==> config.mk <==
export PLATFORM = sky130hd
export DESIGN_NAME = gst_timer
export DESIGN_NICKNAME = d
export VERILOG_FILES = /design/src/design/gst_pkg.sv /design/src/design/gst_timer.sv
export VERILOG_INCLUDE_DIRS = /design/src /design/src/design
export SDC_FILE = /design/constraint.sdc
export NUM_CORES = 1
export LEC_CHECK = 0
export ABC_CLOCK_PERIOD_IN_PS = 3080
export BUFFER_PORTS_ARGS = -buffer_cell sky130_fd_sc_hd__buf_2
export CAP_MARGIN = 0
export CORE_ASPECT_RATIO = 0.75
export CORE_MARGIN = 2
export CORE_UTILIZATION = 53
export DETAILED_ROUTE_END_ITERATION = 6
export GPL_TIMING_DRIVEN = 0
export PLACE_DENSITY_LB_ADDON = 0.3
export SYNTH_ARGS = -nofsm -noshare
export SYNTH_HDL_FRONTEND = slang
export SYNTH_SLANG_ARGS = --single-unit
==> constraint.sdc <==
create_clock -name sys_clk -period 3.08 [get_ports sys_clk]
set_input_delay 0.154 -clock sys_clk [delete_from_list [all_inputs] [get_ports sys_clk]]
set_output_delay 0.154 -clock sys_clk [all_outputs]
set_load 0.03 [all_outputs]
==> src/design/gst_params.svh <==
// gated sixteen bit timer: offsets, field positions, reset values and counts
// assumes inclusion by bare name from the timer design file
`ifndef GST_PARAMS_SVH
`define GST_PARAMS_SVH
// byte offsets of the register words
`define GST_OFS_CTRL  5'h00
`define GST_OFS_GCTRL 5'h04
`define GST_OFS_GSEL  5'h08
`define GST_OFS_CNTL  5'h0C
`define GST_OFS_CNTH  5'h10
`define GST_OFS_FLAGS 5'h14
`define GST_OFS_IEN   5'h18
`define GST_OFS_CSRC  5'h1C
// gate control fields
`define GST_B_GME 7
`define GST_B_POL 6
`define GST_B_TGL 5
`define GST_B_SPM 4
`define GST_B_ARM 3
`define GST_B_LVL 2
// flag and enable fields
`define GST_B_ROLL 0
`define GST_B_GEV  1
// reset values and counts
`define GST_RST_CTRL  5'h00
`define GST_RST_GSEL  5'h00
`define GST_CNT_MAX   16'hFFFF
`define GST_CNT_ZERO  16'h0000
`define GST_INSTR_PH  2'h3
`define GST_BYTE_W    8
`endif

==> src/design/gst_pkg.sv <==
// gated sixteen bit timer: shared types
// assumes gst_params.svh is on the include path
package gst_pkg;
  // timer control fields in register order
  typedef struct packed {
    logic [1:0] prescale_select;
    logic       sync_bypass;
    logic       wide_access_enable;
    logic       timer_on;
  } gst_ctrl_s;

  // avalon request carrier
  typedef struct packed {
    logic [4:0]  address;
    logic        read;
    logic        write;
    logic [31:0] writedata;
  } gst_av_req_s;

  // single-pulse acquisition states
  typedef enum logic [1:0] {
    GST_SP_IDLE,
    GST_SP_ARMED,
    GST_SP_RUN
  } gst_sp_e;
endpackage : gst_pkg

==> src/design/gst_timer.sv <==
// gated sixteen bit timer with gate logic and avalon-mm register slave
// assumes one clock, capture/compare units on the same clock, async gate pins
// Functional notes
// RULE1: five-bit gate source select, then polarity
// RULE2: toggle flop flips on each gate rising edge
// RULE3: toggle flop held zero while toggle disabled
// RULE4: armed single pulse starts on next edge
// RULE5: trailing edge clears armed; later events ignored
// RULE6: clearing single-pulse enable clears armed bit
// RULE7: toggle plus single pulse counts one period
// RULE8: gate level readable, independent of gate enable
// RULE9: gate level falling edge sets gate flag
// RULE10: gate flag works with gate mode off
// RULE11: count wraps FFFF to zero, sets rollover
// RULE12: rollover irq needs on, enable, global enable
// RULE13: sleep counting only in asynchronous counter mode
// RULE14: capture event copies count to capture register
// RULE15: compare match when value equals count
// RULE16: special trigger zeroes count, no rollover flag
// RULE17: count write wins over special trigger
// RULE18: software should use synchronised mode for triggers
// RULE19: module disable holds timer in reset
// RULE20: prescale codes divide by one, two, four, eight
// RULE21: sync bit resynchronises external clock only
// RULE22: wide access bit gives 16-bit count access
// RULE23: gated mode counts only while gate active
// RULE24: only low byte writes clear prescaler
// RULE25: gate path order ends in one enable
// RULE26: timer on bit starts and holds counting
`include "gst_params.svh"
module gst_timer (
  // clock and reset
  input  wire logic                sys_clk,
  input  wire logic                sys_rst,
  input  wire logic                module_disable,
  // register bus
  input  wire gst_pkg::gst_av_req_s av_req,
  output logic [31:0]              av_readdata,
  output logic                     av_waitrequest,
  // asynchronous sources
  input  wire logic [31:0]         gate_sources,
  input  wire logic                ext_clk_in,
  // core status and requests
  input  wire logic                sleep_mode,
  input  wire logic                global_irq_enable,
  output logic                     rollover_irq,
  output logic                     gate_irq,
  output logic                     wake_req,
  // capture/compare units
  input  wire logic                capture_event,
  input  wire logic                compare_enable,
  input  wire logic [15:0]         compare_value,
  input  wire logic                special_trigger,
  output logic [15:0]              count_pair,
  output logic [15:0]              capture_compare_value,
  output logic                     compare_match
);
  logic                rst;
  logic                ack_ff;
  logic                req;
  logic                wr_go;
  logic                rd_cap;
  logic [7:0]          wd;
  gst_pkg::gst_ctrl_s  ctrl_ff;
  logic                gme_ff;
  logic                pol_ff;
  logic                tgl_en_ff;
  logic                spm_ff;
  logic [4:0]          gsel_ff;
  logic                clk_ext_ff;
  logic [1:0]          ien_ff;
  logic [31:0]         gs_meta_ff;
  logic [31:0]         gs_sync_ff;
  logic                ext_meta_ff;
  logic                ext_sync_ff;
  logic                ext_res_ff;
  logic                ext_prev_ff;
  logic                ext_sig;
  logic [1:0]          div_ff;
  logic                src_tick;
  logic                async_mode;
  logic [2:0]          presc_ff;
  logic [2:0]          pmask;
  logic                presc_tick;
  logic                gsel_sig;
  logic                gpol;
  logic                gpol_prev_ff;
  logic                tog_ff;
  logic                gt;
  logic                gt_prev_ff;
  logic                gt_rise;
  logic                gt_fall;
  gst_pkg::gst_sp_e    sp_ff;
  logic                gate_level;
  logic                glvl_prev_ff;
  logic                roll_flag_ff;
  logic                gev_flag_ff;
  logic [15:0]         cnt_ff;
  logic [7:0]          hbuf_ff;
  logic                wr_lo;
  logic                wr_hi;
  logic                cnt_wr;
  logic                inc;
  logic                wrap;
  logic [31:0]         rd_mux;
  logic [31:0]         rdata_ff;
  logic [15:0]         cap_ff;
  logic                cmp_ff;

  // true when the bus address of this cycle matches the given offset
  function automatic logic hit(input logic [4:0] a, input logic [4:0] ofs);
    hit = (a == ofs);
  endfunction : hit

  // module disable acts as a reset of every flop
  assign rst = sys_rst | module_disable;  // see RULE19

  // bus handshake: one wait state per access
  assign req            = av_req.read | av_req.write;
  assign av_waitrequest = req & ~ack_ff;
  assign wr_go          = av_req.write & ack_ff;
  assign rd_cap         = av_req.read & ~ack_ff;
  assign wd             = av_req.writedata[7:0];
  assign wr_lo          = wr_go & hit(av_req.address, `GST_OFS_CNTL);
  assign wr_hi          = wr_go & hit(av_req.address, `GST_OFS_CNTH) & ~ctrl_ff.wide_access_enable;
  assign cnt_wr         = wr_lo | wr_hi;

  // handshake phase flop
  always_ff @(posedge sys_clk)
  begin
    if (rst)
      ack_ff <= 1'b0;
    else
      ack_ff <= req & ~ack_ff;
  end

  // software-written control registers
  always_ff @(posedge sys_clk)
  begin
    if (rst)
    begin
      ctrl_ff    <= `GST_RST_CTRL;
      gme_ff     <= 1'b0;
      pol_ff     <= 1'b0;
      tgl_en_ff  <= 1'b0;
      spm_ff     <= 1'b0;
      gsel_ff    <= `GST_RST_GSEL;
      clk_ext_ff <= 1'b0;
      ien_ff     <= 2'h0;
    end
    else if (wr_go)
    begin
      case (av_req.address)
        `GST_OFS_CTRL:
        begin
          ctrl_ff.prescale_select    <= av_req.writedata[5:4];
          ctrl_ff.sync_bypass        <= av_req.writedata[2];
          ctrl_ff.wide_access_enable <= av_req.writedata[1];
          ctrl_ff.timer_on           <= av_req.writedata[0];
        end
        `GST_OFS_GCTRL:
        begin
          gme_ff    <= av_req.writedata[`GST_B_GME];
          pol_ff    <= av_req.writedata[`GST_B_POL];
          tgl_en_ff <= av_req.writedata[`GST_B_TGL];
          spm_ff    <= av_req.writedata[`GST_B_SPM];
        end
        `GST_OFS_GSEL: gsel_ff    <= av_req.writedata[4:0];
        `GST_OFS_IEN:  ien_ff     <= av_req.writedata[1:0];
        `GST_OFS_CSRC: clk_ext_ff <= av_req.writedata[0];
        default:       ;
      endcase
    end
  end

  // two-flop synchronisers for gate sources and external clock
  always_ff @(posedge sys_clk)
  begin
    if (rst)
    begin
      gs_meta_ff  <= 32'h0000_0000;
      gs_sync_ff  <= 32'h0000_0000;
      ext_meta_ff <= 1'b0;
      ext_sync_ff <= 1'b0;
      ext_res_ff  <= 1'b0;
      ext_prev_ff <= 1'b0;
    end
    else
    begin
      gs_meta_ff  <= gate_sources;
      gs_sync_ff  <= gs_meta_ff;
      ext_meta_ff <= ext_clk_in;
      ext_sync_ff <= ext_meta_ff;
      ext_res_ff  <= ext_sync_ff;
      ext_prev_ff <= ext_sig;
    end
  end

  // clock source: instruction-rate tick or external rising edge
  assign ext_sig    = ctrl_ff.sync_bypass ? ext_sync_ff : ext_res_ff;  // see RULE21
  assign src_tick   = clk_ext_ff ? (ext_sig & ~ext_prev_ff) : (div_ff == `GST_INSTR_PH);
  assign async_mode = clk_ext_ff & ctrl_ff.sync_bypass;

  // divide-by-four instruction phase counter
  always_ff @(posedge sys_clk)
  begin
    if (rst)
      div_ff <= 2'h0;
    else
      div_ff <= div_ff + 2'h1;
  end

  // prescale mask: codes 0..3 give divide by 1, 2, 4, 8
  always_comb
  begin
    case (ctrl_ff.prescale_select)  // see RULE20
      2'h0:    pmask = 3'h0;
      2'h1:    pmask = 3'h1;
      2'h2:    pmask = 3'h3;
      default: pmask = 3'h7;
    endcase
  end
  assign presc_tick = src_tick & (presc_ff == pmask);

  // prescale counter, cleared by low byte writes only
  always_ff @(posedge sys_clk)
  begin
    if (rst || wr_lo)  // see RULE24
      presc_ff <= 3'h0;
    else if (src_tick && ctrl_ff.timer_on)
      presc_ff <= presc_tick ? 3'h0 : presc_ff + 3'h1;
  end

  // gate path: select, polarity, toggle, single pulse
  assign gsel_sig   = gs_sync_ff[gsel_ff];            // see RULE1
  assign gpol       = pol_ff ? gsel_sig : ~gsel_sig;  // see RULE1
  assign gt         = tgl_en_ff ? tog_ff : gpol;      // see RULE25
  assign gt_rise    = gt & ~gt_prev_ff;
  assign gt_fall    = ~gt & gt_prev_ff;
  assign gate_level = spm_ff ? ((sp_ff == gst_pkg::GST_SP_RUN) & gt) : gt;  // see RULE7

  // edge history of the gate stages
  always_ff @(posedge sys_clk)
  begin
    if (rst)
    begin
      gpol_prev_ff <= 1'b0;
      gt_prev_ff   <= 1'b0;
      glvl_prev_ff <= 1'b0;
    end
    else
    begin
      gpol_prev_ff <= gpol;
      gt_prev_ff   <= gt;
      glvl_prev_ff <= gate_level;
    end
  end

  // toggle flop
  always_ff @(posedge sys_clk)
  begin
    if (rst || !tgl_en_ff)  // see RULE3
      tog_ff <= 1'b0;
    else if (gpol && !gpol_prev_ff)
      tog_ff <= ~tog_ff;  // see RULE2
  end

  // single-pulse acquisition sequencer
  always_ff @(posedge sys_clk)
  begin
    if (rst || !spm_ff)  // see RULE6
      sp_ff <= gst_pkg::GST_SP_IDLE;
    else
    begin
      case (sp_ff)
        gst_pkg::GST_SP_IDLE:
          if (wr_go && hit(av_req.address, `GST_OFS_GCTRL) && av_req.writedata[`GST_B_ARM])
            sp_ff <= gst_pkg::GST_SP_ARMED;  // see RULE4
        gst_pkg::GST_SP_ARMED:
          if (gt_rise)
            sp_ff <= gst_pkg::GST_SP_RUN;  // see RULE4
        gst_pkg::GST_SP_RUN:
          if (gt_fall)
            sp_ff <= gst_pkg::GST_SP_IDLE;  // see RULE5
        default:
          sp_ff <= gst_pkg::GST_SP_IDLE;
      endcase
    end
  end

  // count enable: on, gate, prescaled tick, sleep qualification
  assign inc  = ctrl_ff.timer_on & (~gme_ff | gate_level) & presc_tick  // see RULE26 and RULE23
              & (~sleep_mode | async_mode);                               // see RULE13
  assign wrap = inc & ~cnt_wr & ~special_trigger & (cnt_ff == `GST_CNT_MAX);

  // count register: write, then trigger, then increment
  always_ff @(posedge sys_clk)
  begin
    if (rst)
      cnt_ff <= `GST_CNT_ZERO;
    else if (wr_lo)  // see RULE17
      cnt_ff <= ctrl_ff.wide_access_enable ? {hbuf_ff, wd} : {cnt_ff[15:8], wd};  // see RULE22
    else if (wr_hi)
      cnt_ff <= {wd, cnt_ff[7:0]};
    else if (special_trigger)
      cnt_ff <= `GST_CNT_ZERO;  // see RULE16
    else if (inc)
      cnt_ff <= cnt_ff + 16'h0001;  // see RULE11
  end

  // high byte buffer for wide access
  always_ff @(posedge sys_clk)
  begin
    if (rst)
      hbuf_ff <= 8'h00;
    else if (ctrl_ff.wide_access_enable && rd_cap && hit(av_req.address, `GST_OFS_CNTL))
      hbuf_ff <= cnt_ff[15:8];  // see RULE22
    else if (ctrl_ff.wide_access_enable && wr_go && hit(av_req.address, `GST_OFS_CNTH))
      hbuf_ff <= wd;
  end

  // sticky flags, write one to clear, set wins
  always_ff @(posedge sys_clk)
  begin
    if (rst)
    begin
      roll_flag_ff <= 1'b0;
      gev_flag_ff  <= 1'b0;
    end
    else
    begin
      roll_flag_ff <= wrap | (roll_flag_ff & ~(wr_go & hit(av_req.address, `GST_OFS_FLAGS)
                    & av_req.writedata[`GST_B_ROLL]));  // see RULE11
      gev_flag_ff  <= (glvl_prev_ff & ~gate_level)      // see RULE9 and RULE10
                    | (gev_flag_ff & ~(wr_go & hit(av_req.address, `GST_OFS_FLAGS)
                    & av_req.writedata[`GST_B_GEV]));
    end
  end

  // interrupt and wake requests
  assign rollover_irq = roll_flag_ff & ien_ff[`GST_B_ROLL] & ctrl_ff.timer_on & global_irq_enable;  // see RULE12
  assign gate_irq     = gev_flag_ff & ien_ff[`GST_B_GEV];  // see RULE9
  assign wake_req     = sleep_mode & roll_flag_ff & ien_ff[`GST_B_ROLL] & ctrl_ff.timer_on;  // see RULE13

  // read data selection
  always_comb
  begin
    rd_mux = 32'h0000_0000;
    case (av_req.address)
      `GST_OFS_CTRL:  rd_mux[5:0] = {ctrl_ff.prescale_select, 1'b0, ctrl_ff.sync_bypass,
                                     ctrl_ff.wide_access_enable, ctrl_ff.timer_on};
      `GST_OFS_GCTRL: rd_mux[7:2] = {gme_ff, pol_ff, tgl_en_ff, spm_ff,
                                     sp_ff != gst_pkg::GST_SP_IDLE, gate_level};  // see RULE8
      `GST_OFS_GSEL:  rd_mux[4:0] = gsel_ff;
      `GST_OFS_CNTL:  rd_mux[7:0] = cnt_ff[7:0];
      `GST_OFS_CNTH:  rd_mux[7:0] = ctrl_ff.wide_access_enable ? hbuf_ff : cnt_ff[15:8];
      `GST_OFS_FLAGS: rd_mux[1:0] = {gev_flag_ff, roll_flag_ff};
      `GST_OFS_IEN:   rd_mux[1:0] = ien_ff;
      `GST_OFS_CSRC:  rd_mux[0]   = clk_ext_ff;
      default:        rd_mux      = 32'h0000_0000;
    endcase
  end

  // read data register, loaded in the wait cycle
  always_ff @(posedge sys_clk)
  begin
    if (rst)
      rdata_ff <= 32'h0000_0000;
    else if (rd_cap)
      rdata_ff <= rd_mux;
  end
  assign av_readdata = rdata_ff;

  // capture and compare for the capture/compare units
  always_ff @(posedge sys_clk)
  begin
    if (rst)
    begin
      cap_ff <= `GST_CNT_ZERO;
      cmp_ff <= 1'b0;
    end
    else
    begin
      if (capture_event)
        cap_ff <= cnt_ff;  // see RULE14
      cmp_ff <= compare_enable & (compare_value == cnt_ff);  // see RULE15
    end
  end
  assign count_pair            = cnt_ff;
  assign capture_compare_value = cap_ff;
  assign compare_match         = cmp_ff;
endmodule : gst_timer

# [Word level (Yosys, flattened, before mapping)]
# Cells that the tools add are included.
[word_totals] register_bits=148 input_bits=96 elab_cells=165
[classes] add_sub_neg=3 order_cmp=1 eq_ne=20 muxes=26 n_bitwise=53 reduce_logical=29
[ops] op="16-bit two-way mux" n=5
[ops] op="1-bit AND" n=32
[ops] op="8-bit two-way mux" n=3
[ops] op="5-bit == test, second input constant" n=4
[ops] op="16-bit by 1-bit adder with 16-bit output, second input constant" n=1
[ops] op="16-bit == test" n=1
[ops] op="16-bit == test, second input constant" n=1
[ops] op="3-bit one-hot mux with 5 select lines" n=1
[ops] op="1-bit NOT" n=14
[ops] op="2-bit AND reduction" n=7
[ops] op="2-bit one-hot mux with 3 select lines" n=2
[ops] op="5-bit by 4-bit == test with 1-bit output, second input constant" n=2
[ops] op="2-bit != test, second input constant" n=5
[ops] op="3-bit one-hot mux with 3 select lines" n=1
[ops] op="1-bit logical AND" n=8
[ops] op="1-bit bitwise OR" n=7
[ops] op="1-bit one-hot mux with 7 select lines" n=1
[ops] op="2-bit == test, second input constant" n=3
[ops] op="5-bit by 6-bit < comparator with 1-bit output, second input constant" n=1
[ops] op="1-bit two-way mux" n=6
[ops] op="2-bit two-way mux" n=3
[ops] op="1-bit one-hot mux with 6 select lines" n=1
[ops] op="1-bit binary-select mux with 5-bit select" n=1
[ops] op="5-bit by 3-bit == test with 1-bit output, second input constant" n=1
[ops] op="14 further kinds" n=21

# [Logic depth before layout (Yosys ltp)]
# Gate-level depths: netlist of run 1.
[depth] depth_word=15 mapped_depth=11 depth_no_buf=8

# [Worst setup path before layout of run 1]
# No wires, ideal clock.
[synth_timing] path_kind="reg2reg" start="register gsel_ff[1]" end="register cnt_ff[0], in the netlist count_pair[0]" setup_time_ns=0.119 arrival_time_ns=2.049 t_required_ns=2.961 setup_slack_ns=0.911 stages_incl_launch_ff=12 path_buffers=3 synth_period_minus_slack_ns=2.169 path_cell_list="dfxtp_1 buf_6 buf_12 mux2i_1 a22oi_1 nand3_1 nand4_2 o2111a_2 o211a_4 buf_6 o21a_1 mux2i_1"
[synth_between] elab_chain_cells=13
[synth_rtl] item="start: declaration" line="gst_timer.sv:69" source="logic [4:0] gsel_ff;"
[synth_rtl] item="start signal: assignment" line="gst_timer.sv:147" source="gsel_ff <= `GST_RST_GSEL;"
[synth_rtl] item="start signal: assignment" line="gst_timer.sv:168" source="`GST_OFS_GSEL: gsel_ff <= av_req.writedata[4:0];"
[synth_rtl] item="1-bit binary-select mux with 5-bit select (*)" line="gst_timer.sv:235" source="assign gsel_sig = gs_sync_ff[gsel_ff];"
[synth_rtl] item="1-bit two-way mux (implied by the code) (*)" line="gst_timer.sv:235"
[synth_rtl] item="1-bit NOT" line="gst_timer.sv:236" source="assign gpol = pol_ff ? gsel_sig : ~gsel_sig;"
[synth_rtl] item="1-bit two-way mux (*)" line="gst_timer.sv:236"
[synth_rtl] item="1-bit two-way mux (*)" line="gst_timer.sv:237" source="assign gt = tgl_en_ff ? tog_ff : gpol;"
[synth_rtl] item="1-bit AND" line="gst_timer.sv:240" source="assign gate_level = spm_ff ? ((sp_ff == gst_pkg::GST_SP_RUN) & gt) : gt;"
[synth_rtl] item="1-bit two-way mux (*)" line="gst_timer.sv:240"
[synth_rtl] item="1-bit bitwise OR (*)" line="gst_timer.sv:292" source="assign inc = ctrl_ff.timer_on & (~gme_ff | gate_level) & presc_tick"
[synth_rtl] item="1-bit AND (*) (2 in series)" line="gst_timer.sv:292"
[synth_rtl] item="1-bit AND (*)" line="gst_timer.sv:293" source="& (~sleep_mode | async_mode);"
[synth_rtl] item="3-bit nonzero test (no source line) (*)"
[synth_rtl] item="2-bit AND reduction (no source line) (*)"
[synth_rtl] item="end signal: assignment" line="gst_timer.sv:300" source="cnt_ff <= `GST_CNT_ZERO;"
[synth_rtl] item="end signal: assignment" line="gst_timer.sv:302" source="cnt_ff <= ctrl_ff.wide_access_enable ? {hbuf_ff, wd} : {cnt_ff[15:8], wd};"
[synth_rtl] item="end signal: assignment" line="gst_timer.sv:304" source="cnt_ff <= {wd, cnt_ff[7:0]};"
[synth_rtl] item="end: declaration" line="gst_timer.sv:98" source="logic [15:0] cnt_ff;"
# Every way passes the cells marked *; elsewhere a longest branch is shown, timed or not. The select of a mux whose other input is x is not followed.
# A chain may end at the register's enable or synchronous reset.

# [Worst setup path after layout of run 1]
[layout_timing] start="register gsel_ff[1]" end="register cnt_ff[10], in the netlist count_pair[10]"
[layout_between] elab_chain_cells=13
[layout_rtl] item="1-bit binary-select mux with 5-bit select (*)" line="gst_timer.sv:235"
[layout_rtl] item="1-bit two-way mux (implied by the code) (*)" line="gst_timer.sv:235"
[layout_rtl] item="1-bit NOT" line="gst_timer.sv:236"
[layout_rtl] item="1-bit two-way mux (*)" line="gst_timer.sv:236"
[layout_rtl] item="1-bit two-way mux (*)" line="gst_timer.sv:237"
[layout_rtl] item="1-bit AND" line="gst_timer.sv:240"
[layout_rtl] item="1-bit two-way mux (*)" line="gst_timer.sv:240"
[layout_rtl] item="1-bit bitwise OR (*)" line="gst_timer.sv:292"
[layout_rtl] item="1-bit AND (*) (2 in series)" line="gst_timer.sv:292"
[layout_rtl] item="1-bit AND (*)" line="gst_timer.sv:293"
[layout_rtl] item="4-bit nonzero test (no source line) (*)"
[layout_rtl] item="2-bit AND reduction (no source line) (*)"
# Marks and branches as above.

==> results of run 1 <==
==> timing repair <==
item                                    4_1_cts  5_1_grt
endpoints found under the hold margin        34        0
endpoints found under the setup margin        0        0
hold buffers                                 34        0
==> flip-flops by register name, summed over array words and instances, names as in the netlist, 2 cells and up <==
signal	cells
sp_ff	2
gs_sync_ff	32
ctrl_ff	5
ien_ff	2
capture_compare_value	16
gs_meta_ff	32
av_readdata	8
presc_ff	3
hbuf_ff	8
gsel_ff	5
div_ff	2
count_pair	16
==> power by group <==
group	internal, W	switching, W
registers	0.00195	0.0000108
logic	0.000139	0.000202
clock network	0.00119	0.000835
total	0.00328	0.00105
==> final timing paths <==
check | start | endpoint | slack (ns) | cells after the start
hold reg to reg | gs_meta_ff[16]$_SDFF_PP0_ | gs_sync_ff[16]$_SDFF_PP0_ | 0.42 | 1
setup reg to reg | gsel_ff[1]$_SDFFE_PP0P_ | count_pair[10]$_SDFFE_PP0P_ | 0.44 | 11
hold / removal | compare_value[5] | compare_match$_SDFF_PP0_ | 0.03 | 4
setup / recovery | gsel_ff[1]$_SDFFE_PP0P_ | count_pair[10]$_SDFFE_PP0P_ | 0.44 | 11
==> layout by cell type (no fill, tap or decap), drive strengths merged, types with 7 or more instances in the layout <==
cell and count:
a211oi 13, o21ai 17, buf 147, nand2b 8, a21oi 26, conb 24
dlygate4sd3 34, inv 9, nand2 44, xnor2 14, nand4 7, nor3 14
dfxtp 148, and3 12, clkbuf 62, o22ai 8, and2 74, nor3b 7
nand3 16, a221oi 10, nor2 78, a22oi 9, xor2 7, mux2i 69
==> cell type report <==
| type | count | area [um^2] | share of cell area, % |
|---|---|---|---|
| flip-flops and latches | 148 | 2960 | 35.2 |
| inverters | 5 | 18.8 | 0.223 |
| well taps | 166 | 208 | 2.47 |
| multi-input cells | 518 | 3330 | 39.5 |
| repair buffers | 147 | 906 | 10.8 |
| plain buffers | 76 | 412 | 4.89 |
| clock buffers | 20 | 467 | 5.54 |
| clock inverters | 12 | 118 | 1.40 |
==> layer usage <==
| metal | global-route usage [%] | up-vias |
|---|---|---|
| met1 | 39.2 | 2755 |
| met3 | 8.04 | 31 |
| met4 | 9.08 | 0 |
| met2 | 39.5 | 318 |
| li1 | - | 2862 |
| met5 | 0 | - |
==> worst max-delay path, delay by kind of cell, from the launching register on <==
kind | cells | cell delay (ns)
flip-flops | 1 | 0.32
multiplexers | 1 | 0.29
AO/OA/AOI/OAI | 5 | 0.86
AND/OR/NAND/NOR | 2 | 0.37
buffers and inverters | 3 | 0.68
==> stage by stage <==
step | instances | hold WS [ns] | power [W] | cell area (um^2)
after floorplan | 747 | 0.276 | 0.00219 | 6720
after global placement | 1026 | 0.353 | 0.00230 | 7500
after detailed placement | 1026 | 0.356 | 0.00230 | 7500
after CTS | 1092 | 0.0133 | 0.00433 | 8420
after global routing | 1092 | 0.0348 | 0.00446 | 8420
final | 1092 | 0.0304 | 0.00432 | 8420
==> kinds of logic (layout without fill, tap and decap cells) <==
logic type / after synthesis / count (layout)
fa+ha+maj: 3 / 3
xor+xnor: 21 / 21
mux: 72 / 72
flops: 148 / 148
buf+inv: 81 / 260
compound gates: 116 / 116
other cells: 1 / 24
simple gates: 282 / 282
==> key figures, run 1 <==
Run status
  – Status: complete, no violations

STA
  – Setup WS post-layout: 0.438 ns
  – Achievable Freq: 379 MHz
  – Tcrit/Tclk final: 85.8%
  – RSZ-0062 raised after global routing: false
  – Pins Over Slew Limit: 0
  – Final hold violation count: 0
  – Skew final: 0.0107 ns
  – Relative slew slack: 43.2%
  – Setup violations, final: 0
  – Clock period minus worst slack: 2.64 ns
  – Worst Tran Pin Value: 0.845 ns
  – TNS Setup: 0 ns

Global route
  – Vias in the first global route: 5363
  – First-pass GRT wire length: 28.4 mm
  – Initial antenna violation count: 0
  – GR Overflow Total: 0
  – Largest net degree at the start of global routing: 17
  – Total track usage: 27.4%

Placed design
  – GPL Wtd Cong: 0.982
  – HPWL Detailed: 12.9 mm
  – # port buffers: 113
  – Dpl ws: 0.512 ns

Clock tree
  – Num Clock Sinks: 148
  – H-tree depth: 4
  – Worst-Skew Late Latency: 0.42 ns
  – CTS root buf: clkbuf_16
  – Cts bufs inserted: 17
  – Max clock buf depth: 2
  – Post-CTS setup repair buffer count: 0
  – Clk slew on worst S/H paths: 0.06 ns
  – # resized after CTS: 0
  – CTS tree: yes

Setup path
  – Crit start category: flip-flop
  – Slowest cell delay on critical path: 0.35 ns
  – Critical Path Fanout Max: 10
  – Slowest CP cell: clkbuf_1
  – Critical path capture point type: flip-flop
  – CP Class: flip-flop to flip-flop
  – Critical path required time: 3.38 ns
  – Worst EP arrival: 2.94 ns
  – Critical Path, Cell by Cell: buf_6, buf_12, mux2i_1, a21oi_1, nand3_1, a41o_1, o2111a_2, o211a_4, clkbuf_1, nor3b_1, o22ai_1

Logic synthesis
  – Sequential area share after synthesis: 44.6%
  – Top post-synthesis cells by count: 148 x dfxtp_1, 78 x nor2_1, 74 x and2_1, 69 x mux2i_1, 44 x nand2_1
  – Share of synthesized flip-flops with an asynchronous set or reset: 0%
  – Post-synthesis xor/xnor area fraction: 2.77%
  – Post-synth EDFFs: 0
  – Distinct cells, synth: 61
  – Complex-gate fraction of the synthesized area: 12.3%
  – Synth Area in Adders: 0.566%
  – Largest area contributor in the netlist: dfxtp_1
  – Ranking of synthesized cells by area: dfxtp_1 45%, mux2i_1 10%, and2_1 7.0%
  – Synth Area per Inst: 9.17 um^2
  – Largest family of logic cells by synthesized area: simple AND/OR/NAND/NOR gates
  – Most common cell in the netlist: dfxtp_1
  – Post-synthesis register bit count: 148
  – Top-area cell type share of the netlist area: 44.6%
  – Yosys warning count: 0
  – Mux share of post-synthesis cell area: 10.9%
  – Simple-gate share of the synthesized area: 22.2%
  – Main synth FF type: dfxtp_1
  – Mapped Area: 0.00664 mm^2
  – Post-synthesis instance total: 724

Power
  – LEAKAGE: 3.51 nW
  – PD cells: 513 mW/mm^2
  – Maximum resistive drop on vdd: 0.421 mV

Final layout
  – Layout Area Growth over Synthesis: 26.9%
  – Post-layout util: 68.7%
  – # diodes: 0
  – Fill count: 992
  – Post-layout net count: 1012
  – Share of cells above drive strength 1: 20.5%

Routing
  – Via density: 5.46
  – DR DRC count: 0
  – Average wire per standard cell: 16.8 um
  – Routed Wire Length: 18.4 mm
  – Via count: 5966
  – Initial drt markers: 589
  – Met3 wire length: 2.08 mm
  – Wl on met1: 8.31 mm
  – Top sig layer: met4
  – Remaining antenna violation count: 0
  – Pre-antenna DRT Iters: 5
  – Wire length on met2: 7.61 mm

Floorplanning
  – FP Rows: 35
  – Die area: 0.0134 mm^2
  – CORE AREA: 0.0123 mm^2
  – Die H: 101 um
  – Die Wd: 133 um
  – Initial Utilization: 54.1%
  – Ports: 165

Worst hold path
  – Min-Delay Path Class: input port to flip-flop

Run
  – Max-capacitance violation count: 0
Power figures use the tool's default switching activity.
==> run 2, diff against run 1 <==
--- a/config.mk
+++ b/config.mk
@@ -7,14 +7,14 @@
 export NUM_CORES = 1
 export LEC_CHECK = 0
 export ABC_CLOCK_PERIOD_IN_PS = 3080
-export BUFFER_PORTS_ARGS = -buffer_cell sky130_fd_sc_hd__buf_2
+export BUFFER_PORTS_ARGS = -buffer_cell sky130_fd_sc_hd__clkbuf_2
 export CAP_MARGIN = 0
 export CORE_ASPECT_RATIO = 0.75
 export CORE_MARGIN = 2
 export CORE_UTILIZATION = 53
 export DETAILED_ROUTE_END_ITERATION = 6
 export GPL_TIMING_DRIVEN = 0
-export PLACE_DENSITY_LB_ADDON = 0.3
+export PLACE_DENSITY = 0.79
 export SYNTH_ARGS = -nofsm -noshare
 export SYNTH_HDL_FRONTEND = slang
 export SYNTH_SLANG_ARGS = --single-unit
==> key figures, run 2 (same netlist as run 1, synthesis figures left out) <==
Run status
  – Status: complete, no violations

Setup path
  – Worst path depth: 11 (unchanged)
  – Bufs and invs on worst path: 3 (unchanged)
  – Worst EP arrival: 2.98 ns (+0.04 ns)
  – FF-to-FF End: count_pair[15]$_SDFFE_PP0P_
  – Slowest cell delay on critical path: 0.34 ns (about the same)
  – Crit start category: flip-flop
  – CP Launch Point: gsel_ff[1]$_SDFFE_PP0P_
  – Critical path required time: 3.38 ns (about the same)
  – Slowest CP cell: clkbuf_1
  – Critical path's top delay family: compound AO/OA/AOI/OAI gates
  – CP Class: flip-flop to flip-flop
  – Reg2reg setup slack: 0.40 ns (-0.04 ns)
  – Worst R2R Path Depth: 11 (unchanged)
  – Critical Path Fanout Max: 10 (unchanged)
  – Reg2reg start: gsel_ff[1]$_SDFFE_PP0P_
  – Critical Path, Cell by Cell: buf_6, buf_12, mux2i_1, a22oi_1, nand3_1, a41o_1, o2111a_2, o211a_4, clkbuf_1, nor3b_1, o22ai_1
  – Critical path capture point type: flip-flop

Global route
  – Largest net degree at the start of global routing: 17 (unchanged)
  – Initial antenna violation count: 0 (unchanged)
  – First-pass GRT wire length: 28.7 mm (+1.2%)
  – Total track usage: 28.0% (+0.58 points)
  – Vias in the first global route: 5319 (-0.82%)
  – GR Overflow Total: 0 (unchanged)

Clock tree
  – Clk slew on worst S/H paths: 0.06 ns (about the same)
  – Max clock buf depth: 2 (unchanged)
  – Post-CTS setup repair buffer count: 0 (unchanged)
  – Worst-Skew Late Latency: 0.42 ns (about the same)
  – H-tree depth: 4 (unchanged)
  – # resized after CTS: 0 (unchanged)
  – CTS root buf: clkbuf_16
  – Cts bufs inserted: 17 (unchanged)
  – Post-CTS Hold Buffers: 34 (unchanged)
  – Num Clock Sinks: 148 (unchanged)
  – CTS tree: yes

Placed design
  – Dpl ws: 0.506 ns (-0.00633 ns)
  – Inst Count DP: 1026 (unchanged)
  – GPL Wtd Cong: 0.970 (-1.3%)
  – Dpl cell area: 0.00750 mm^2 (unchanged)
  – # port buffers: 113 (unchanged)
  – HPWL Detailed: 13.1 mm (+2.0%)

Floorplanning
  – Initial Utilization: 54.1% (unchanged)
  – Die area: 0.0134 mm^2 (unchanged)
  – CORE AREA: 0.0123 mm^2 (unchanged)
  – FP Rows: 35 (unchanged)
  – Ports: 165 (unchanged)
  – Die H: 101 um (unchanged)
  – Die Wd: 133 um (unchanged)

Final layout
  – Design area: 0.00841 mm^2 (-0.16%)
  – Fill count: 977 (-1.5%)
  – Commonest non-fill, non-tap cell in the layout: dfxtp_1
  – Most frequent cells in the layout: 148 x dfxtp_1, 114 x clkbuf_2, 78 x nor2_1
  – Regs by FF count: gs_meta_ff: 32 flops, gs_sync_ff: 32 flops
  – Layout Area Growth over Synthesis: 26.7%
  – Fin cells: 1092 (unchanged)
  – # diodes: 0 (unchanged)
  – Post-layout net count: 1012 (unchanged)
  – Share of cells above drive strength 1: 20.4% (-0.11 points)

STA
  – Pins Over Slew Limit: 0 (unchanged)
  – Relative slew slack: 41.2% (-2.0 points)
  – Tcrit/Tclk final: 87.0% (+1.2 points)
  – Skew final: 0.00742 ns (-0.00327 ns)
  – Clock period minus worst slack: 2.68 ns (+0.0384 ns)
  – Setup violations, final: 0 (unchanged)
  – RSZ-0062 raised after global routing: false
  – Setup WS post-layout: 0.400 ns (-0.0384 ns)
  – Final hold violation count: 0 (unchanged)
  – TNS Setup: 0 ns (unchanged)
  – Achievable Freq: 373 MHz (-1.4%)
  – Worst Tran Pin Value: 0.875 ns (+0.0297 ns)

Power
  – Maximum resistive drop on vdd: 0.409 mV (-2.9%)
  – LEAKAGE: 3.47 nW (-0.99%)
  – PD cells: 513 mW/mm^2 (-0.16%)

Routing
  – Pre-antenna DRT Iters: 6 (+1)
  – Via density: 5.39 (-1.3%)
  – Initial drt markers: 619 (+5.1%)
  – DR DRC count: 0 (unchanged)
  – Via count: 5886 (-1.3%)
  – Remaining antenna violation count: 0 (unchanged)
  – Routed Wire Length: 18.7 mm (+1.9%)
  – Average wire per standard cell: 17.1 um (+1.9%)

Worst hold path
  – Hold path depth: 4 (unchanged)
  – Min-delay src: compare_value[5]
  – Hold EP: compare_match$_SDFF_PP0_
  – Min-Delay Path Class: input port to flip-flop

Run
  – Max-capacitance violation count: 0 (unchanged)
==> run 2: changes by cell type in the layout (fill, tap and decap cells not counted), moves of 3 or more <==
cell / previous run / this run
buf_2: 116 / 3
clkbuf_2: 1 / 114
inv_8: 0 / 3
clkinv_4: 4 / 1
clkbuf_8: 3 / 0
==> run 2: worst max path at each step <==
stage	to	slack (ns)
floorplan	count_pair[0]$_SDFFE_PP0P_	0.91
global placement	count_pair[10]$_SDFFE_PP0P_	0.52
detailed placement	count_pair[13]$_SDFFE_PP0P_	0.51
CTS	count_pair[10]$_SDFFE_PP0P_	0.49
global route	count_pair[10]$_SDFFE_PP0P_	0.29
finish	count_pair[15]$_SDFFE_PP0P_	0.40
==> run 2: area by class of cell <==
| type | count | area, um^2 | area share (%) |
|---|---|---|---|
| multi-input cells | 518 | 3330 | 39.6 |
| flip-flops and latches | 148 | 2960 | 35.2 |
| repair buffers | 147 | 906 | 10.8 |
| clock buffers | 18 | 429 | 5.10 |
| plain buffers | 76 | 412 | 4.90 |
| well taps | 166 | 208 | 2.47 |
| clock inverters | 14 | 141 | 1.68 |
| inverters | 5 | 18.8 | 0.223 |
==> run 2: per-stage QoR <==
step | total power, W | hold WS, ns | util [%]
2_1_floorplan | 0.00219 | 0.276 | -
3_3_place_gp | 0.00230 | 0.355 | 61.1
4_1_cts | 0.00432 | 0.0184 | 68.6
3_5_place_dp | 0.00230 | 0.357 | 61.1
5_1_grt | 0.00444 | 0.0364 | 68.6
6_report | 0.00431 | 0.0259 | 68.6
==> run 2: metal layers <==
| metal | routed length [um] | track usage [%] | vias up | part of all wire [%] |
|---|---|---|---|---|
| met5 | 0 | 0 | - | 0 |
| met4 | 341 | 9.33 | 0 | 1.8 |
| met3 | 1840 | 7.14 | 32 | 9.8 |
| met2 | 8000 | 41.2 | 298 | 43 |
| met1 | 8520 | 40.0 | 2693 | 46 |
| li1 | - | - | 2863 | - |
==> run 2: report_power, final <==
part / switching, W / leakage (nW) / internal (W)
registers: 0.0000109 / 1.20 / 0.00195
clock network: 0.000870 / 0.278 / 0.00114
logic: 0.000204 / 2.00 / 0.000139
total: 0.00109 / 3.47 / 0.00322
==> run 2: tightest hold or removal path, stage by stage <==
cell      delay [ns]
clkbuf_2        0.08
xnor2_1         0.05
nand4_1         0.07
nor4_1          0.05
==> run 3, diff against run 2 <==
--- a/config.mk
+++ b/config.mk
@@ -9,12 +9,15 @@
 export ABC_CLOCK_PERIOD_IN_PS = 3080
 export BUFFER_PORTS_ARGS = -buffer_cell sky130_fd_sc_hd__clkbuf_2
 export CAP_MARGIN = 0
+export CELL_PAD_IN_SITES_DETAIL_PLACEMENT = 1
+export CELL_PAD_IN_SITES_GLOBAL_PLACEMENT = 1
 export CORE_ASPECT_RATIO = 0.75
 export CORE_MARGIN = 2
-export CORE_UTILIZATION = 53
+export CORE_UTILIZATION = 40
 export DETAILED_ROUTE_END_ITERATION = 6
 export GPL_TIMING_DRIVEN = 0
-export PLACE_DENSITY = 0.79
+export HOLD_SLACK_MARGIN = 0.03
+export PLACE_DENSITY_LB_ADDON = 0.1
 export SYNTH_ARGS = -nofsm -noshare
 export SYNTH_HDL_FRONTEND = slang
 export SYNTH_SLANG_ARGS = --single-unit
==> key figures, run 3 (same netlist as run 1, synthesis figures left out) <==
Setup path
  – Crit start category: flip-flop
  – FF-to-FF End: count_pair[12]$_SDFFE_PP0P_
  – Worst EP arrival: 3.17 ns (+0.19 ns)
  – Worst path depth: 10 (-1)
  – Reg2reg start: gsel_ff[1]$_SDFFE_PP0P_
  – Worst R2R Path Depth: 10 (-1)
  – CP endpoint: count_pair[12]$_SDFFE_PP0P_
  – Critical path capture point type: flip-flop
  – Reg2reg setup slack: 0.21 ns (-0.19 ns)
  – Critical path required time: 3.38 ns (about the same)
  – Critical Path Fanout Max: 13 (+3)
  – Bufs and invs on worst path: 2 (-1)
  – Critical path's top delay family: compound AO/OA/AOI/OAI gates
  – CP Launch Point: gsel_ff[1]$_SDFFE_PP0P_
  – CP Class: flip-flop to flip-flop
  – Slowest CP cell: o211ai_2
  – Slowest cell delay on critical path: 0.45 ns (+0.11 ns)
  – Critical Path, Cell by Cell: buf_6, buf_12, mux2i_1, a22oi_1, nand3_1, nand4_2, o2111a_2, o211a_4, o211ai_2, o22ai_1

Placed design
  – # port buffers: 113 (unchanged)
  – Dpl cell area: 0.00755 mm^2 (+0.73%)
  – Inst Count DP: 1070 (+4.3%)
  – HPWL Detailed: 16.1 mm (+22%)
  – GPL Wtd Cong: 0.934 (-3.7%)

Run
  – Max-capacitance violation count: 0 (unchanged)

Power
  – Maximum resistive drop on vdd: 0.364 mV (-11%)
  – Power, Total: 0.00448 W (+3.9%)
  – LEAKAGE: 3.50 nW (+0.63%)
  – PD cells: 527 mW/mm^2 (+2.8%)

Final layout
  – Post-layout net count: 1012 (unchanged)
  – # diodes: 0 (unchanged)
  – Post-layout util: 52.7% (-16 points)
  – Regs by FF count: gs_meta_ff: 32 flops, gs_sync_ff: 32 flops
  – Design area: 0.00850 mm^2 (+1.1%)
  – Fill count: 1897 (+94%)
  – Layout Area Growth over Synthesis: 28.0%
  – Fin cells: 1135 (+3.9%)
  – Most frequent cells in the layout: 148 x dfxtp_1, 114 x clkbuf_2, 78 x nor2_1
  – Commonest non-fill, non-tap cell in the layout: dfxtp_1
  – Share of cells above drive strength 1: 20.3% (-0.086 points)

Clock tree
  – Max clock buf depth: 2 (unchanged)
  – Cts bufs inserted: 17 (unchanged)
  – Post-CTS setup repair buffer count: 0 (unchanged)
  – Num Clock Sinks: 148 (unchanged)
  – Clk slew on worst S/H paths: 0.07 ns (about the same)
  – CTS root buf: clkbuf_16
  – CTS tree: yes
  – Worst-Skew Late Latency: 0.44 ns (+0.02 ns)
  – H-tree depth: 4 (unchanged)

STA
  – Tcrit/Tclk final: 93.3% (+6.3 points)
  – Setup violations, final: 0 (unchanged)
  – TNS Setup: 0 ns (unchanged)
  – Clock period minus worst slack: 2.87 ns (+0.193 ns)
  – Pins Over Slew Limit: 0 (unchanged)
  – RSZ-0062 raised after global routing: false
  – Worst Tran Pin Value: 0.985 ns (+0.111 ns)
  – Final hold violation count: 0 (unchanged)
  – Achievable Freq: 348 MHz (-6.7%)
  – Relative slew slack: 33.8% (-7.4 points)
  – Skew final: 0.00978 ns (+0.00237 ns)

Floorplanning
  – FP Rows: 40 (+14%)
  – Die Wd: 153 um (+15%)
  – CORE AREA: 0.0161 mm^2 (+31%)
  – Initial Utilization: 41.2% (-13 points)
  – Die H: 116 um (+15%)
  – Ports: 165 (unchanged)
  – Die area: 0.0177 mm^2 (+31%)

Routing
  – Average wire per standard cell: 19.5 um (+14%)
  – Initial drt markers: 472 (-24%)
  – Via density: 5.36 (-0.65%)
  – Routed Wire Length: 22.1 mm (+18%)
  – Pre-antenna DRT Iters: 7 (+1)
  – DR DRC count: 0 (unchanged)
  – Via count: 6078 (+3.3%)
  – Remaining antenna violation count: 0 (unchanged)

Global route
  – Initial antenna violation count: 0 (unchanged)
  – Vias in the first global route: 6145 (+16%)
  – Total track usage: 25.4% (-2.6 points)
  – Largest net degree at the start of global routing: 17 (unchanged)
  – First-pass GRT wire length: 34.3 mm (+19%)
  – GR Overflow Total: 0 (unchanged)

Worst hold path
  – Min-Delay Path Class: input port to flip-flop

Run status
  – Status: complete, no violations
==> run 3: changes by cell type in the layout (fill, tap and decap cells not counted) <==
cell | previous run | this run
bufinv_16 | 1 | 3
clkbuf_1 | 42 | 41
inv_8 | 3 | 1
clkinvlp_4 | 2 | 1
dlygate4sd3_1 | 34 | 35
==> run 3: how the worst min path moves through the flow <==
stage,cells past startpoint,startpoint,to,slack (ns)
after global routing,3,av_req[7],gme_ff$_SDFFE_PP0P_,0.10
after detailed placement,2,gate_sources[13],gs_meta_ff[13]$_SDFF_PP0_,0.36
after global placement,2,gate_sources[9],gs_meta_ff[9]$_SDFF_PP0_,0.36
after CTS,3,av_req[32],ack_ff$_SDFF_PP0_,0.07
after floorplan,1,ext_clk_in,ext_meta_ff$_SDFF_PP0_,0.28
final,3,av_req[32],ack_ff$_SDFF_PP0_,0.07
==> run 3: power by group <==
group          internal [W]  total, W  switching [W]
registers           0.00195   0.00196      0.0000114
clock network       0.00129   0.00216       0.000877
logic              0.000139  0.000357       0.000218
total               0.00337   0.00448        0.00111
==> run 3: per-layer routing <==
metal	track usage [%]	wire length, um	vias to the layer above
li1	-	-	2860
met1	35.2	10400	2972
met2	38.7	9590	211
met3	7.48	1740	35
met4	7.28	357	0
met5	0	0	-
==> run 3: area by class of cell <==
type	count	area (um^2)	share of cell area, %
Timing Repair Buffer	148	916	10.8
Tap cell	210	263	3.09
Inverter	5	18.8	0.221
Buffer	75	408	4.80
Multi-Input combinational cell	518	3330	39.2
Clock buffer	18	429	5.05
Clock inverter	13	171	2.02
Sequential cell	148	2960	34.9
==> run 3: timing repair <==
item / CTS / global route
resized for setup: 0 / 0
endpoints found under the hold margin: 34 / 0
hold buffers: 35 / 0
endpoints found under the setup margin: 0 / 1
==> run 3: stage by stage <==
step,hold slack (ns),setup WS [ns]
floorplan,0.276,0.911
global placement,0.355,0.388
detailed placement,0.359,0.265
CTS,0.0736,0.246
global route,0.102,0.0818
finish,0.0748,0.207
==> run 3: worst min-delay path: stages <==
cell      delay [ns]
clkbuf_2        0.10
nor2_1          0.06
nor3_1          0.14
